===== src/core/ppom_pin.sv =====
package ppom_pkg;
  localparam int unsigned PIN_COUNT = 8;
  localparam int unsigned ADDR_W = 8;
  localparam int unsigned DATA_W = 32;
  // register byte offsets
  localparam logic [7:0] DIR_OFS = 8'h00;
  localparam logic [7:0] OUT_OFS = 8'h04;
  localparam logic [7:0] PIN_OFS = 8'h08;
  localparam logic [7:0] CTRL_OFS = 8'h0c;
  localparam logic [7:0] PADOE_OFS = 8'h10;
  localparam logic [7:0] PULLUP_OFS = 8'h14;
  localparam logic [7:0] DINEN_OFS = 8'h18;
  // control register field
  localparam int unsigned CTRL_PUD_BIT = 0;
  localparam logic CTRL_PUD_RST = 1'h0;
  localparam logic [31:0] RDATA_RST = 32'h0000_0000;
  localparam logic [23:0] PAD_ZERO = 24'h00_0000;
  localparam logic [30:0] CTRL_ZERO = 31'h0000_0000;

  typedef struct packed {
    logic dir;
    logic out;
    logic sync_a;
    logic sync_b;
    logic tap;
    logic oe;
    logic drv;
    logic pu;
    logic die;
  } ppom_pin_state_t;

  localparam ppom_pin_state_t PIN_RST = '{
    dir: 1'h0, out: 1'h0, sync_a: 1'h0, sync_b: 1'h0, tap: 1'h0,
    oe: 1'h0, drv: 1'h0, pu: 1'h0, die: 1'h1};

  typedef struct packed {
    logic ready;
    logic err;
    logic global_pullup_disable;
    logic [31:0] rdata;
  } ppom_bus_state_t;
endpackage : ppom_pkg

`timescale 1ns/1ps
`default_nettype none

module ppom_pin (
  input wire logic mclk_i,
  input wire logic srst_i,
  input wire logic write_dir_reg_strobe_i,
  input wire logic write_out_reg_strobe_i,
  input wire logic write_in_reg_strobe_i,
  input wire logic wbit_i,
  input wire logic global_pullup_disable_i,
  input wire logic sleep_i,
  input wire logic pad_in_i,
  input wire logic pullup_ovr_en_i,
  input wire logic pullup_ovr_val_i,
  input wire logic dir_ovr_en_i,
  input wire logic dir_ovr_val_i,
  input wire logic outval_ovr_en_i,
  input wire logic outval_ovr_val_i,
  input wire logic toggle_ovr_en_i,
  input wire logic din_enable_ovr_en_i,
  input wire logic din_enable_ovr_val_i,
  output logic pin_direction_bit_o,
  output logic pin_output_bit_o,
  output logic pin_input_bit_o,
  output logic pad_oe_o,
  output logic pad_out_o,
  output logic pullup_en_o,
  output logic din_enable_o,
  output logic altfn_raw_input_o
);
  ppom_pkg::ppom_pin_state_t st;
  ppom_pkg::ppom_pin_state_t next_st;

  // ----------------------------------------
  // per-pin next state
  // ----------------------------------------
  always_comb begin
    next_st = st;
    if (write_dir_reg_strobe_i) begin
      next_st.dir = wbit_i;
    end
    // plain write beats a toggle in the same cycle
    if (write_out_reg_strobe_i) begin
      next_st.out = wbit_i;
    end else if ((write_in_reg_strobe_i && wbit_i) || toggle_ovr_en_i) begin
      next_st.out = ~st.out;
    end
    // pad_in is the clamped schmitt output; din_enable_o does the clamp
    next_st.sync_a = pad_in_i;
    next_st.sync_b = st.sync_a;
    next_st.tap = pad_in_i;
    if (dir_ovr_en_i) begin
      next_st.oe = dir_ovr_val_i;
    end else begin
      next_st.oe = st.dir;
    end
    if (outval_ovr_en_i) begin
      next_st.drv = outval_ovr_val_i;
    end else begin
      next_st.drv = st.out;
    end
    if (pullup_ovr_en_i) begin
      next_st.pu = pullup_ovr_val_i;
    end else begin
      next_st.pu = ~st.dir & st.out & ~global_pullup_disable_i;
    end
    if (din_enable_ovr_en_i) begin
      next_st.die = din_enable_ovr_val_i;
    end else begin
      next_st.die = ~sleep_i;
    end
  end

  // reset leaves the driver and pull-up off
  always_ff @(posedge mclk_i) begin
    if (srst_i) begin
      st <= ppom_pkg::PIN_RST;
    end else begin
      st <= next_st;
    end
  end

  assign pin_direction_bit_o = st.dir;
  assign pin_output_bit_o = st.out;
  assign pin_input_bit_o = st.sync_b;
  assign pad_oe_o = st.oe;
  assign pad_out_o = st.drv;
  assign pullup_en_o = st.pu;
  assign din_enable_o = st.die;
  assign altfn_raw_input_o = st.tap;
endmodule : ppom_pin

`default_nettype wire


===== src/core/ppom_port.sv =====
`timescale 1ns/1ps
`default_nettype none

// Contract
// - pull-up override enable selects pull-up override value
// - otherwise pull-up when input, out high, enabled
// - direction override enable selects driver enable value
// - otherwise driver enable follows direction bit
// - value override enable selects driven level
// - otherwise driven level follows output bit
// - toggle override enable inverts output bit
// - input-enable override sets digital input enable
// - otherwise input enable follows sleep state
// - raw peripheral input taken before synchronizer
// - analog pad path bypasses all digital logic
// - strobes per port, globals shared, overrides per pin
// - sleep clamps input unless alternate function overrides
// - pins tri-stated while reset is asserted
module ppom_port (
  input wire logic mclk_i,
  input wire logic srst_i,
  input wire logic [7:0] paddr_i,
  input wire logic psel_i,
  input wire logic penable_i,
  input wire logic pwrite_i,
  input wire logic [31:0] pwdata_i,
  output logic [31:0] prdata_o,
  output logic pready_o,
  output logic pslverr_o,
  input wire logic sleep_i,
  input wire logic [7:0] pad_in_i,
  input wire logic [7:0] pullup_ovr_en_i,
  input wire logic [7:0] pullup_ovr_val_i,
  input wire logic [7:0] dir_ovr_en_i,
  input wire logic [7:0] dir_ovr_val_i,
  input wire logic [7:0] outval_ovr_en_i,
  input wire logic [7:0] outval_ovr_val_i,
  input wire logic [7:0] toggle_ovr_en_i,
  input wire logic [7:0] din_enable_ovr_en_i,
  input wire logic [7:0] din_enable_ovr_val_i,
  output logic [7:0] pad_out_o,
  output logic [7:0] pad_oe_o,
  output logic [7:0] pullup_en_o,
  output logic [7:0] din_enable_o,
  output logic [7:0] altfn_raw_input_o,
  output logic global_pullup_disable_o
);

  // ----------------------------------------
  // state
  // ----------------------------------------
  ppom_pkg::ppom_bus_state_t st;
  ppom_pkg::ppom_bus_state_t next_st;

  logic [7:0] pin_direction_bit;
  logic [7:0] pin_output_bit;
  logic [7:0] pin_input_bit;

  logic access;
  logic commit;
  logic capture;
  logic sel_dir;
  logic sel_out;
  logic sel_pin;
  logic sel_ctrl;
  logic sel_padoe;
  logic sel_pullup;
  logic sel_dinen;
  logic hit;

  logic write_dir_reg_strobe;
  logic write_out_reg_strobe;
  logic write_in_reg_strobe;
  logic write_ctrl_strobe;
  logic read_dir_reg_strobe;
  logic read_out_reg_strobe;
  logic read_pin_strobe;
  logic read_ctrl_strobe;
  logic read_padoe_strobe;
  logic read_pullup_strobe;
  logic read_dinen_strobe;
  logic [31:0] rd_mux;

  // ----------------------------------------
  // address decode
  // ----------------------------------------
  // only the exact aligned word matches; anything else is unmapped
  assign sel_dir = (paddr_i == ppom_pkg::DIR_OFS);
  assign sel_out = (paddr_i == ppom_pkg::OUT_OFS);
  assign sel_pin = (paddr_i == ppom_pkg::PIN_OFS);
  assign sel_ctrl = (paddr_i == ppom_pkg::CTRL_OFS);
  assign sel_padoe = (paddr_i == ppom_pkg::PADOE_OFS);
  assign sel_pullup = (paddr_i == ppom_pkg::PULLUP_OFS);
  assign sel_dinen = (paddr_i == ppom_pkg::DINEN_OFS);

  assign hit = sel_dir | sel_out | sel_pin | sel_ctrl
             | sel_padoe | sel_pullup | sel_dinen;

  // ----------------------------------------
  // bus phases
  // ----------------------------------------
  // access phase always waits one cycle; pready is a flop
  assign access = psel_i & penable_i;
  assign commit = access & st.ready;
  assign capture = access & ~st.ready;

  // ----------------------------------------
  // shared strobes
  // ----------------------------------------
  // one write strobe each for DIR, OUT and PIN drives every pin of the port
  assign write_dir_reg_strobe = commit & pwrite_i & sel_dir;
  assign write_out_reg_strobe = commit & pwrite_i & sel_out;
  assign write_in_reg_strobe = commit & pwrite_i & sel_pin;
  assign write_ctrl_strobe = commit & pwrite_i & sel_ctrl;

  assign read_dir_reg_strobe = capture & ~pwrite_i & sel_dir;
  assign read_out_reg_strobe = capture & ~pwrite_i & sel_out;
  assign read_pin_strobe = capture & ~pwrite_i & sel_pin;
  assign read_ctrl_strobe = capture & ~pwrite_i & sel_ctrl;
  assign read_padoe_strobe = capture & ~pwrite_i & sel_padoe;
  assign read_pullup_strobe = capture & ~pwrite_i & sel_pullup;
  assign read_dinen_strobe = capture & ~pwrite_i & sel_dinen;

  // ----------------------------------------
  // read data
  // ----------------------------------------
  always_comb begin
    rd_mux = ppom_pkg::RDATA_RST;
    if (read_dir_reg_strobe) begin
      rd_mux = {ppom_pkg::PAD_ZERO, pin_direction_bit};
    end
    if (read_out_reg_strobe) begin
      rd_mux = {ppom_pkg::PAD_ZERO, pin_output_bit};
    end
    if (read_pin_strobe) begin
      rd_mux = {ppom_pkg::PAD_ZERO, pin_input_bit};
    end
    if (read_ctrl_strobe) begin
      rd_mux = {ppom_pkg::CTRL_ZERO, st.global_pullup_disable};
    end
    if (read_padoe_strobe) begin
      rd_mux = {ppom_pkg::PAD_ZERO, pad_oe_o};
    end
    if (read_pullup_strobe) begin
      rd_mux = {ppom_pkg::PAD_ZERO, pullup_en_o};
    end
    if (read_dinen_strobe) begin
      rd_mux = {ppom_pkg::PAD_ZERO, din_enable_o};
    end
  end

  // ----------------------------------------
  // bus next state
  // ----------------------------------------
  always_comb begin
    next_st = st;
    next_st.ready = capture;
    if (capture) begin
      next_st.err = ~hit;
      next_st.rdata = rd_mux;
    end else begin
      next_st.err = 1'h0;
    end
    if (write_ctrl_strobe) begin
      next_st.global_pullup_disable = pwdata_i[ppom_pkg::CTRL_PUD_BIT];
    end
  end

  always_ff @(posedge mclk_i) begin
    if (srst_i) begin
      st.ready <= 1'h0;
      st.err <= 1'h0;
      st.global_pullup_disable <= ppom_pkg::CTRL_PUD_RST;
      st.rdata <= ppom_pkg::RDATA_RST;
    end else begin
      st <= next_st;
    end
  end

  assign prdata_o = st.rdata;
  assign pready_o = st.ready;
  assign pslverr_o = st.err;
  assign global_pullup_disable_o = st.global_pullup_disable;

  // ----------------------------------------
  // per-pin override logic
  // ----------------------------------------
  // overrides arrive from the owning peripherals, one per pin
  // the analog pad path never enters this block: no gate may sit on it
  for (genvar i = 0; i < ppom_pkg::PIN_COUNT; i++) begin : g_pin
    ppom_pin u_pin (
      .mclk_i(mclk_i),
      .srst_i(srst_i),
      .write_dir_reg_strobe_i(write_dir_reg_strobe),
      .write_out_reg_strobe_i(write_out_reg_strobe),
      .write_in_reg_strobe_i(write_in_reg_strobe),
      .wbit_i(pwdata_i[i]),
      .global_pullup_disable_i(st.global_pullup_disable),
      .sleep_i(sleep_i),
      .pad_in_i(pad_in_i[i]),
      .pullup_ovr_en_i(pullup_ovr_en_i[i]),
      .pullup_ovr_val_i(pullup_ovr_val_i[i]),
      .dir_ovr_en_i(dir_ovr_en_i[i]),
      .dir_ovr_val_i(dir_ovr_val_i[i]),
      .outval_ovr_en_i(outval_ovr_en_i[i]),
      .outval_ovr_val_i(outval_ovr_val_i[i]),
      .toggle_ovr_en_i(toggle_ovr_en_i[i]),
      .din_enable_ovr_en_i(din_enable_ovr_en_i[i]),
      .din_enable_ovr_val_i(din_enable_ovr_val_i[i]),
      .pin_direction_bit_o(pin_direction_bit[i]),
      .pin_output_bit_o(pin_output_bit[i]),
      .pin_input_bit_o(pin_input_bit[i]),
      .pad_oe_o(pad_oe_o[i]),
      .pad_out_o(pad_out_o[i]),
      .pullup_en_o(pullup_en_o[i]),
      .din_enable_o(din_enable_o[i]),
      .altfn_raw_input_o(altfn_raw_input_o[i])
    );
  end

endmodule : ppom_port

`default_nettype wire


===== config.mk =====
export PLATFORM = sky130hd
export DESIGN_NAME = ppom_port
export DESIGN_NICKNAME = d
export VERILOG_FILES = /design/src/core/ppom_pin.sv /design/src/core/ppom_port.sv
export SDC_FILE = /design/constraint.sdc
export NUM_CORES = 1
export LEC_CHECK = 0
export ABC_AREA = 1
export BUFFER_PORTS_ARGS = -buffer_cell sky130_fd_sc_hd__clkbuf_2
export CAP_MARGIN = 20
export CORE_AREA = 5 5 94 114
export CTS_CLUSTER_DIAMETER = 80
export CTS_CLUSTER_SIZE = 20
export DETAILED_ROUTE_END_ITERATION = 6
export DIE_AREA = 0 0 99 119
export PLACE_DENSITY = 0.75
export REMOVE_ABC_BUFFERS = 1
export SKIP_CTS_REPAIR_TIMING = 1
export SLEW_MARGIN = 30
export SYNTH_ARGS = -nofsm -noshare
export SYNTH_HDL_FRONTEND = slang
export SYNTH_SLANG_ARGS = --single-unit

===== constraint.sdc =====
create_clock -name mclk_i -period 1.15 [get_ports mclk_i]
set_input_delay 0.23 -clock mclk_i [delete_from_list [all_inputs] [get_ports mclk_i]]
set_output_delay 0.23 -clock mclk_i [all_outputs]
set_load 0.1 [all_outputs]

# Word-level counts from Yosys, hierarchy flattened
# Cells that the tools add are included.
# W data, S select, Z words.
# classes
eq_ne	6
bitwise	60
n_reduce_logical	26
n_mux	55
# ops
operator	n
$mux W32	6
$mux W1	48
$and A1 B1 Y1	32
$eq A8 B5 Y1 const B	3
$not A1 Y1	22
$eq A8 B4 Y1 const B	2
$reduce_bool A2 Y1	8
$eq A8 B3 Y1 const B	1
$logic_and A1 B1 Y1	8
$logic_not A8 Y1	1
$logic_or A1 B1 Y1	8
$mux W8	1
$or A1 B1 Y1	6
$reduce_or A2 Y1	1
# word_totals
out_inout_bits	75
input_bits	126
reg_bits	99
word_cells	215

# Longest topological paths before layout
# Gate-level depths: netlist of run 1.
# depth
depth_word	11
mapped_depth	10
ltp_nobuf	10

# By module
# Synthesis of run 1 repeated with hierarchy kept, for this count alone.
# hier_totals
cells_unflattened	502
hier_area_um2	3455.8
# by_module_without_submodules
module	cells_per_inst	seq_area_each_um2	area_per_inst_um2	n_inst
ppom_pin	41	160.2	297.8	8
ppom_port	174	220.2	1073.5	1

# Worst setup path after synthesis of run 1
# No wires, ideal clock.
# synth_timing
path_type	register -> register
start	register st (netlist bit pready_o)
end	register g_pin[2].u_pin.st (netlist bit g_pin[2].u_pin.pin_output_bit_o)
setup_time_ns	0.121
required_time_ns	1.029
slack_ns	-0.779
n_path_buf	1
period_less_slack_ns	1.929
stages_incl_launch_ff	7
t_arrival_ns	1.808
cell_sequence	dfxtp_1 -> nand2_1 -> nor2_2 -> nand2_2 -> buf_6 -> o21ai_1 -> a31oi_1
# synth_via
elab_chain_len	6
word_cells_on_any_way	8
cone_classes	1 x mux; 4 x bitwise; 3 x reduce/logical
# synth_rtl
item	line_no	text
from (decl)	ppom_port.sv:52	ppom_pkg::ppom_bus_state_t st;
from (signal assigned)	ppom_port.sv:176	st <= next_st;
$and A1 B1 Y1 (*)	ppom_port.sv:104	assign commit = access & st.ready;
$and A1 B1 Y1 (*)	ppom_port.sv:112, ppom_port.sv:113	
$and A1 B1 Y1	ppom_port.sv:113	assign write_in_reg_strobe = commit & pwrite_i & sel_pin;
$logic_and A1 B1 Y1	ppom_pin.sv:89	end else if ((write_in_reg_strobe_i && wbit_i) || toggle_ovr_en_i) begin
$logic_or A1 B1 Y1	ppom_pin.sv:89	
$reduce_bool A2 Y1 (no line)	-	
to (signal assigned)	ppom_pin.sv:121	st <= ppom_pkg::PIN_RST;
to (signal assigned)	ppom_pin.sv:123	st <= next_st;
to (decl)	ppom_pin.sv:75	ppom_pkg::ppom_pin_state_t st;
# Mark *: on every way between the ends. The rest lies on a longest branch, timed or not.
# A chain may end at the register's enable or synchronous reset.

# Final worst setup path of run 1
# layout_timing
start	register st (netlist bit pready_o)
end	register st (netlist bit prdata_o[1])
# layout_via
elab_chain_len	11
word_cells_on_any_way	17
cone_classes	7 x mux; 10 x bitwise
# layout_rtl
item	line_no	text
$not A1 Y1 (*)	ppom_port.sv:105	assign capture = access & ~st.ready;
$and A1 B1 Y1 (*)	ppom_port.sv:105	
$and A1 B1 Y1	-	
$and A1 B1 Y1	ppom_port.sv:116	assign read_dir_reg_strobe = capture & ~pwrite_i & sel_dir;
$mux W8	ppom_port.sv:129	if (read_dir_reg_strobe) begin
$mux W32	ppom_port.sv:132	if (read_out_reg_strobe) begin
$mux W32	ppom_port.sv:135	if (read_pin_strobe) begin
$mux W32	ppom_port.sv:138	if (read_ctrl_strobe) begin
$mux W32	ppom_port.sv:141	if (read_padoe_strobe) begin
$mux W32	ppom_port.sv:144	if (read_pullup_strobe) begin
$mux W32	ppom_port.sv:147	if (read_dinen_strobe) begin
# Marks and branches as above.

==> impl_metrics.json, run 1 <==
{
  "vias_per_cell": 4.77,
  "grt_overflow": 0,
  "ant_nets": 0,
  "dp_cells": 750,
  "timing.hold.ws_ns": 0.0725,
  "p_seq_share_pct": 37.2,
  "setup_viol": 22,
  "clk_latency_ns": 0.33,
  "combPwrFrac_pct": 25.3,
  "regArea_um2": 1560,
  "die_w_um": 99,
  "start_util_pct": 40.1,
  "crit_chain": "nor3_4 > buf_12 > buf_12 > clkbuf_16 > nand3_2 > nand3_2 > nor2_2 > nand4_1 > nand2_1 > inv_1",
  "rows": 39,
  "p_per_area_nw_per_um2": 1280,
  "arrival_ns": 1.65,
  "grt_antenna_before_repair": 0,
  "drt-wirelength-per-cell_um": 15.4,
  "fin_skew_ns": 0.00728,
  "netlist_instances": 500,
  "slew_violations": 0,
  "failed_checks": "setup timing",
  "cts_sinks": 75,
  "drive_gt1_share_pct": 46.2,
  "crit_required_ns": 1.43,
  "dr.pass1.iters": 5,
  "final.setup.tns_ns": -3.38,
  "hold_end": "g_pin[4].u_pin.next_st[5]",
  "cts_buffers": 9,
  "final_cells": 779,
  "core_area_um2": 9420,
  "syn-mean-instance-area_um2": 7.55,
  "fin_crit_ns": 1.37,
  "cts.path.max_buffers": 2,
  "rr_startpoint": "pready_o",
  "maxCapViolations": 0,
  "gp_congestion": 0.880,
  "syn_to_final_growth_pct": 58.1,
  "ys_warn_count": 0,
  "hp-class": "input pin to flip-flop",
  "status": "finished with violations",
  "drc": 0,
  "dp_hpwl_mm": 9.02,
  "grt_max_degree": 26,
  "portBuffers": 152,
  "yosysSeqAreaShare_pct": 39.8,
  "clockPowerShare_pct": 37.5,
  "cts_tree": "yes",
  "dieArea_um2": 11800,
  "ys_types": 28,
  "max_freq_ghz": 0.731,
  "vias": 3718,
  "internal_power_mw": 5.15,
  "hold_viol_final": 0,
  "grt_pass1_wl_mm": 17.4,
  "h-tree-depth": 3,
  "ir_worst_vdd_mv": 0.871,
  "finalCritPeriodShare_pct": 119,
  "syn_area_um2": 3770,
  "antenna_cells": 0,
  "min_path_cells": 3,
  "layout_commonest_cell": "clkbuf_2",
  "hp-start": "pad_in_i[4]",
  "rsz0062_at_grt": "yes",
  "p_sw_share_pct": 32.6,
  "final.setup.worst_slack_ns": -0.218,
  "critPathLaunchType": "flip-flop",
  "wl_mm": 12.0,
  "crit_type": "flip-flop to flip-flop",
  "multiInputGateArea_um2": 1740,
  "reg2reg_slack_ns": -0.22,
  "layout.cells.most_common_list": "101 x clkbuf_2, 60 x nor2_1, 58 x inv_1",
  "drt_iter0_markers": 160,
  "r2r-end": "prdata_o[1]",
  "cts_root_buffer": "clkbuf_16",
  "io_pins": 201,
  "cp_max_fo": 6,
  "clk_pin_slew_ns": 0.06,
  "r2r_cells": 10,
  "crit_path_end_kind": "flip-flop",
  "fill_cells": 772,
  "final_nets": 777,
  "max_stage_delay_ns": 0.36,
  "grt_usage_pct": 18.6,
  "chipHeight_um": 119,
  "cpMaxStageDelayCell": "dfxtp_4",
  "first_global_vias": 3698,
  "p_sw_mw": 2.49,
  "synth-seq-cells": 75,
  "leakage_nw": 2.86
}
[through the flow]
stage	area (µm²)	total power, mW	utilization, %	setup slack (ns)
6_report	5970	7.64	63.4	-0.218
5_1_grt	5970	7.90	63.4	-0.298
4_1_cts	5530	7.59	58.7	-0.369
3_5_place_dp	5220	4.74	55.5	-0.330
3_3_place_gp	5220	4.71	55.5	-0.230
2_1_floorplan	3300	4.02	-	-1.21
[power by group through the flow]
stage | logic [mW] | clock network, mW | registers (mW)
floorplan | 0.574 | 0 | 3.44
global placement | 1.83 | 0 | 2.89
detailed placement | 1.86 | 0 | 2.89
CTS | 1.86 | 2.90 | 2.83
global route | 2.01 | 3.02 | 2.86
finish | 1.93 | 2.86 | 2.84
[flip-flops by register name, summed over array words and instances (netlist names)]
signal and cells:
global_pullup_disable_o 1, g_pin.u_pin.din_enable_o 8, g_pin.u_pin.pin_output_bit_o 8, g_pin.u_pin.pin_direction_bit_o 8, prdata_o 8, g_pin.u_pin.next_st 7, g_pin.u_pin.pad_oe_o 8, g_pin.u_pin.pin_input_bit_o 8
pready_o 1, g_pin.u_pin.altfn_raw_input_o 1, pslverr_o 1, g_pin.u_pin.pullup_en_o 8, g_pin.u_pin.pad_out_o 8
[kinds of logic (layout without fill, tap and decap cells)]
logic type,count (synthesis),in the layout,synth area share [%]
compound gates,89,89,13.5
flops,75,75,39.8
buf+inv,138,271,20.7
other cells,1,24,0.0994
simple gates,197,197,26.0
[layer usage]
| metal | share of wire [%] | vias to the layer above | global-route usage [%] | wire length [µm] |
|---|---|---|---|---|
| li1 | - | 1841 | - | - |
| met1 | 38 | 1697 | 21.1 | 4570 |
| met2 | 52 | 158 | 32.9 | 6210 |
| met3 | 8.4 | 22 | 5.15 | 1010 |
| met4 | 2.0 | 0 | 7.17 | 246 |
| met5 | 0 | - | 0 | 0 |
[cells in the mapped netlist]
master | n | area (µm²)
o21ai_0 | 25 | 125
o31ai_1 | 1 | 7.51
nand3_2 | 1 | 10.0
buf_6 | 2 | 22.5
inv_2 | 2 | 7.51
nor2_4 | 2 | 22.5
o21ai_1 | 6 | 30.0
dfxtp_1 | 75 | 1500
nor2_2 | 6 | 37.5
nor2_8 | 2 | 40.0
buf_2 | 3 | 15.0
conb_1 | 1 | 3.75
clkbuf_1 | 8 | 30.0
inv_1 | 58 | 218
or2_1 | 8 | 50.1
nor3_4 | 1 | 16.3
nand2_1 | 35 | 131
nand2_4 | 2 | 22.5
nor2_1 | 68 | 255
a31oi_1 | 8 | 50.1
nand2_2 | 4 | 25.0
a21oi_1 | 41 | 205
nand4_1 | 8 | 50.1
nand3b_1 | 7 | 52.6
nand3_1 | 52 | 260
o21bai_2 | 8 | 90.1
buf_4 | 65 | 488
nor4_1 | 1 | 6.26
[cell type report]
class / instances / area share, %
flip-flops and latches: 75 / 26.1
clock inverters: 4 / 0.818
clock buffers: 12 / 4.30
repair inverters: 1 / 0.147
well taps: 123 / 2.58
inverters: 60 / 3.86
multi-input cells: 310 / 29.1
repair buffers: 194 / 33.1
[worst max-delay path: cells and delay by family, from the launching register on]
kind	cells	cell delay, ns
and+or+nand+nor	6	0.50
DFF	1	0.36
buffers and inverters	4	0.46
[worst max path at each step]
stage / start / endpoint / slack, ns / cells past startpoint
after floorplan: pready_o / prdata_o[1] / -1.21 / 7
after global placement: paddr_i[7] / g_pin[1].u_pin.pin_direction_bit_o / -0.23 / 8
after detailed placement: paddr_i[1] / prdata_o[2] / -0.33 / 11
after CTS: pready_o / g_pin[7].u_pin.pin_output_bit_o / -0.37 / 5
after global routing: pready_o / prdata_o[0] / -0.30 / 8
final: pready_o / prdata_o[1] / -0.22 / 10
Power figures use the tool's default switching activity.
==> run 2: changes to the inputs <==
--- a/config.mk
+++ b/config.mk
@@ -14,6 +14,7 @@
 export DETAILED_ROUTE_END_ITERATION = 6
 export DIE_AREA = 0 0 99 119
 export PLACE_DENSITY = 0.75
+export RECOVER_POWER = 100
 export REMOVE_ABC_BUFFERS = 1
 export SKIP_CTS_REPAIR_TIMING = 1
 export SLEW_MARGIN = 30
==> run 2 against run 1 <==
Net effect: the flow still finishes with violations (setup timing); global-route usage stayed put; wire length is essentially flat; sequential cell count unchanged; sequential power about the same; critical path depth unchanged; maximum frequency about the same; highest routed layer unchanged; worst setup slack worse by 0.00068 ns; non-clock buffer count did not move.
==> impl_metrics.json, run 2 (synthesis results as in run 1) <==
{
  "status": "finished with violations",
  "failed_checks": "setup timing",
  "chipHeight_um": 119,
  "hp-class": "input pin to flip-flop",
  "cts_buffers": 9,
  "cts.path.max_buffers": 2,
  "worst_slew_pin_slew_ns": 0.537,
  "portBuffers": 152,
  "timing.hold.ws_ns": 0.0730,
  "critPathLaunchType": "flip-flop",
  "h-tree-depth": 3,
  "layout.cells.most_common_list": "103 x clkbuf_2, 60 x nor2_1, 58 x inv_1",
  "ir_worst_vdd_mv": 0.874,
  "grt_max_degree": 26,
  "ant_nets": 0,
  "p_per_area_nw_per_um2": 1280,
  "syn_to_final_growth_pct": 57.8,
  "cts_root_buffer": "clkbuf_16",
  "leakage_nw": 2.85,
  "clk_latency_ns": 0.34,
  "grt_overflow": 0,
  "dp_hpwl_mm": 9.02,
  "gp_congestion": 0.880,
  "vias": 3756,
  "rows": 39,
  "hold_viol_final": 0,
  "vias_per_cell": 4.82,
  "antenna_cells": 0,
  "drt-wirelength-per-cell_um": 15.4,
  "cts_sinks": 75,
  "drt_iter0_markers": 195,
  "fin_crit_ns": 1.37,
  "setup_viol": 22,
  "dr.pass1.iters": 5,
  "io_pins": 201,
  "start_util_pct": 40.1,
  "crit_path_end_kind": "flip-flop",
  "crit_required_ns": 1.43,
  "dieArea_um2": 11800,
  "cts_tree": "yes",
  "arrival_ns": 1.65,
  "utilization_pct": 63.2,
  "first_global_vias": 3698,
  "regArea_um2": 1560,
  "clk_pin_slew_ns": 0.06,
  "wl_mm": 12.0,
  "crit_type": "flip-flop to flip-flop",
  "drive_gt1_share_pct": 45.9,
  "fill_cells": 776,
  "grt_antenna_before_repair": 0,
  "cp_max_fo": 6,
  "final_nets": 777,
  "drc": 0,
  "grt_usage_pct": 18.6,
  "die_w_um": 99,
  "grt_pass1_wl_mm": 17.4,
  "rsz0062_at_grt": "yes",
  "fin_skew_ns": 0.00837,
  "multiInputGateArea_um2": 1740,
  "core_area_um2": 9420,
  "maxCapViolations": 0,
  "relSlewSlack_pct": 64.2,
  "layout_commonest_cell": "clkbuf_2",
  "max_freq_ghz": 0.731,
  "final.setup.worst_slack_ns": -0.218,
  "slew_violations": 0,
  "finalCritPeriodShare_pct": 119
}
-- run 2: cell types whose count changed in the layout (fill, tap and decap cells not counted) --
cell / before / now
buf_4: 29 / 25
clkbuf_2: 101 / 103
clkbuf_1: 1 / 3
-- run 2: routing by layer --
metal / GRT usage [%] / wire length [µm]
met4: 7.17 / 267
met2: 32.9 / 6190
met1: 21.1 / 4560
met5: 0 / 0
met3: 5.15 / 1020
-- run 2: worst max-delay path, stage by stage, from the launching register on --
cell       delay [ns]
dfxtp_4          0.36
nor3_4           0.19
buf_12           0.16
buf_12           0.11
clkbuf_16        0.14
nand3_2          0.06
nand3_2          0.09
nor2_2           0.04
nand4_1          0.07
nand2_1          0.05
inv_1            0.05
-- run 2: report_power, final --
part	leakage [nW]	internal, mW	switching (mW)
Clock	0.153	1.79	1.07
Combinational	2.07	0.619	1.31
Sequential	0.628	2.73	0.115
-- run 2: worst paths after layout --
check                                 start                        endpoint  slack [ns]  cells after the start
setup / recovery                   pready_o                     prdata_o[1]       -0.22                     10
setup reg to reg                   pready_o                     prdata_o[1]       -0.22                     10
hold reg to reg   g_pin[1].u_pin.next_st[5]  g_pin[1].u_pin.pin_input_bit_o        0.44                      2
hold / removal                  pad_in_i[4]       g_pin[4].u_pin.next_st[5]        0.07                      3
-- run 2: per-stage QoR --
| step | power, mW | area [µm²] | instances | TNS (ns) | worst slack [ns] |
|---|---|---|---|---|---|
| floorplan | 4.02 | 3300 | 445 | -25.87 | -1.21 |
| CTS | 7.59 | 5530 | 766 | -6.47 | -0.369 |
| global route | 7.89 | 5950 | 779 | -5.29 | -0.298 |
| finish | 7.64 | 5950 | 779 | -3.39 | -0.218 |
| detailed placement | 4.74 | 5220 | 750 | -6.73 | -0.330 |
| global placement | 4.71 | 5220 | 750 | -5.32 | -0.230 |
-- run 2: area by class of cell --
class	instances	area share, %
Clock buffer	12	4.31
Inverter	60	3.87
Clock inverter	4	0.820
Timing Repair inverter	1	0.147
Sequential cell	75	26.1
Tap cell	123	2.58
Multi-Input combinational cell	310	29.2
Timing Repair Buffer	194	32.9
==> run 3: changes to the inputs <==
--- a/config.mk
+++ b/config.mk
@@ -8,12 +8,12 @@
 export ABC_AREA = 1
 export BUFFER_PORTS_ARGS = -buffer_cell sky130_fd_sc_hd__clkbuf_2
 export CAP_MARGIN = 20
-export CORE_AREA = 5 5 94 114
+export CORE_AREA = 5 5 95 115
 export CTS_CLUSTER_DIAMETER = 80
 export CTS_CLUSTER_SIZE = 20
 export DETAILED_ROUTE_END_ITERATION = 6
-export DIE_AREA = 0 0 99 119
-export PLACE_DENSITY = 0.75
+export DIE_AREA = 0 0 100 120
+export PLACE_DENSITY = 0.74
 export RECOVER_POWER = 100
 export REMOVE_ABC_BUFFERS = 1
 export SKIP_CTS_REPAIR_TIMING = 1
==> run 3 against run 2 <==
Net effect: the run still ends with setup timing left; final cell count shrank 0.64%; combinational power shrank 3%; worst hold slack gained 0.00091 ns; cell area shrank 2.8%; critical path type unchanged; sequential share of layout area grew 0.69 points; clock-buffer cell count is the same; wire length shrank 5.1%; largest power group unchanged; clock skew shrank 0.0027 ns; non-clock buffer count shrank 7; critical endpoint is now prdata_o[2]; register-to-register slack gained 0.03 ns; first-iteration DRC count shrank 26%; die area grew 1.9%.
==> impl_metrics.json, run 3 (synthesis results as in run 1) <==
{
  "cpMostUsedCell": "nand3_1",
  "routed-wl-met2_mm": 6.02,
  "p_sw_mw": 2.46,
  "dieArea_um2": 12000,
  "cts.path.max_buffers": 2,
  "grt_overflow": 0,
  "arrival_ns": 1.56,
  "cts_sinks": 75,
  "fill_cells": 858,
  "p_sw_share_pct": 32.3,
  "fin_skew_ns": 0.00571,
  "clockPowerShare_pct": 38.0,
  "dp_cells": 751,
  "relSlewSlack_pct": 64.6,
  "utilization_pct": 59.3,
  "setup_viol": 28,
  "portBuffers": 152,
  "failed_checks": "setup timing",
  "finalCritPeriodShare_pct": 116,
  "final_cells": 774,
  "h-tree-depth": 3,
  "design_power_total_mw": 7.63,
  "reg2reg_slack_ns": -0.19,
  "cp_max_fo": 10,
  "antenna_cells": 0,
  "die_w_um": 100,
  "gp_congestion": 0.867,
  "cp_top_family": "simple AND/OR/NAND/NOR gates",
  "status": "finished with violations",
  "io_pins": 201,
  "final_nets": 769,
  "clk_latency_ns": 0.33,
  "cts_buffers": 9,
  "path_buf_inv": 3,
  "slew_violations": 0,
  "start_util_pct": 38.7,
  "p_per_area_nw_per_um2": 1320,
  "crit_chain": "nor3_4 > buf_6 > buf_8 > nand3_1 > nand3_1 > nor2_1 > nand4_1 > nand2_1 > inv_1",
  "final.setup.worst_slack_ns": -0.187,
  "maxCapViolations": 0,
  "crit_type": "flip-flop to flip-flop",
  "dr.pass1.iters": 5,
  "crit_required_ns": 1.38,
  "fin_crit_ns": 1.34,
  "rsz0062_at_grt": "yes",
  "rows": 40,
  "internal_power_mw": 5.17,
  "grt_pass1_wl_mm": 17.0,
  "leakage_nw": 2.74,
  "first_global_vias": 3636,
  "cpMaxStageDelayCell": "dfxtp_2",
  "core_area_um2": 9760,
  "multiInputGateArea_um2": 1680,
  "hold_viol_final": 0,
  "grt_antenna_before_repair": 0,
  "syn_to_final_growth_pct": 53.3,
  "max_freq_ghz": 0.748,
  "drc": 0,
  "layout_commonest_cell": "clkbuf_2",
  "worst_slew_pin_slew_ns": 0.530,
  "drt_iter0_markers": 144,
  "clk_pin_slew_ns": 0.06,
  "max_stage_delay_ns": 0.36,
  "top_layer": "met4",
  "ir_worst_vdd_mv": 0.806,
  "combPwrFrac_pct": 24.7,
  "drt-wirelength-per-cell_um": 14.7,
  "critPathLaunchType": "flip-flop",
  "grt_max_degree": 26,
  "cts_tree": "yes",
  "grt_usage_pct": 18.2,
  "dp_hpwl_mm": 8.95,
  "chipHeight_um": 120,
  "met3_length_um": 944,
  "cts_root_buffer": "clkbuf_16",
  "drive_gt1_share_pct": 44.6,
  "regArea_um2": 1550,
  "met1_length_mm": 4.18,
  "hp-class": "input pin to flip-flop",
  "crit_path_end_kind": "flip-flop",
  "wl_mm": 11.4,
  "p_seq_share_pct": 37.3,
  "ant_nets": 0,
  "timing.hold.ws_ns": 0.0739,
  "vias": 3684,
  "layout.cells.most_common_list": "103 x clkbuf_2, 60 x nor2_1, 58 x inv_1",
  "vias_per_cell": 4.76
}
## run 3: cell count changes in the layout (fill, tap and decap cells not counted), sizes merged
cell      before  now
clkbuf       120  119
inv           60   59
clkinvlp       0    1
buf           86   80
clkinv         4    3
## run 3: worst paths after layout
| path | from | cells after the start | end |
|---|---|---|---|
| max | pready_o | 9 | prdata_o[2] |
| min | pad_in_i[5] | 3 | g_pin[5].u_pin.next_st[5] |
| max reg2reg | pready_o | 9 | prdata_o[2] |
| min reg2reg | g_pin[3].u_pin.next_st[5] | 2 | g_pin[3].u_pin.pin_input_bit_o |
## run 3: layout make-up
type	count	area share (%)
inverter	60	4.11
multi-input combinational	310	29.0
tap	126	2.72
clock inverter	4	0.822
clock buffer	12	4.61
timing repair buffer	187	31.9
sequential	75	26.8
## run 3: worst min-delay path: cells and delay by family
kind                   cells  cell delay (ns)
and+or+nand+nor            1             0.03
buffers and inverters      2             0.12
## run 3: power by group through the flow
stage               clock, mW  sequential, mW  combinational, mW
global placement            0            2.89               1.83
CTS                      2.95            2.84               1.86
finish                   2.90            2.85               1.88
global route             3.09            2.86               1.97
detailed placement          0            2.89               1.85
floorplan                   0            3.44              0.574
## run 3: through the flow
| step | area, µm² | TNS [ns] | setup slack (ns) |
|---|---|---|---|
| 2_1_floorplan | 3300 | -25.87 | -1.21 |
| 3_5_place_dp | 5220 | -6.56 | -0.312 |
| 3_3_place_gp | 5220 | -5.25 | -0.231 |
| 6_report | 5790 | -3.05 | -0.187 |
| 5_1_grt | 5790 | -4.97 | -0.246 |
| 4_1_cts | 5540 | -5.71 | -0.271 |
## run 3: per-layer routing
layer / vias up / GRT usage (%)
li1: 1819 / -
met1: 1689 / 19.6
met2: 152 / 33.1
met3: 24 / 5.47
met4: 0 / 6.99
met5: - / 0
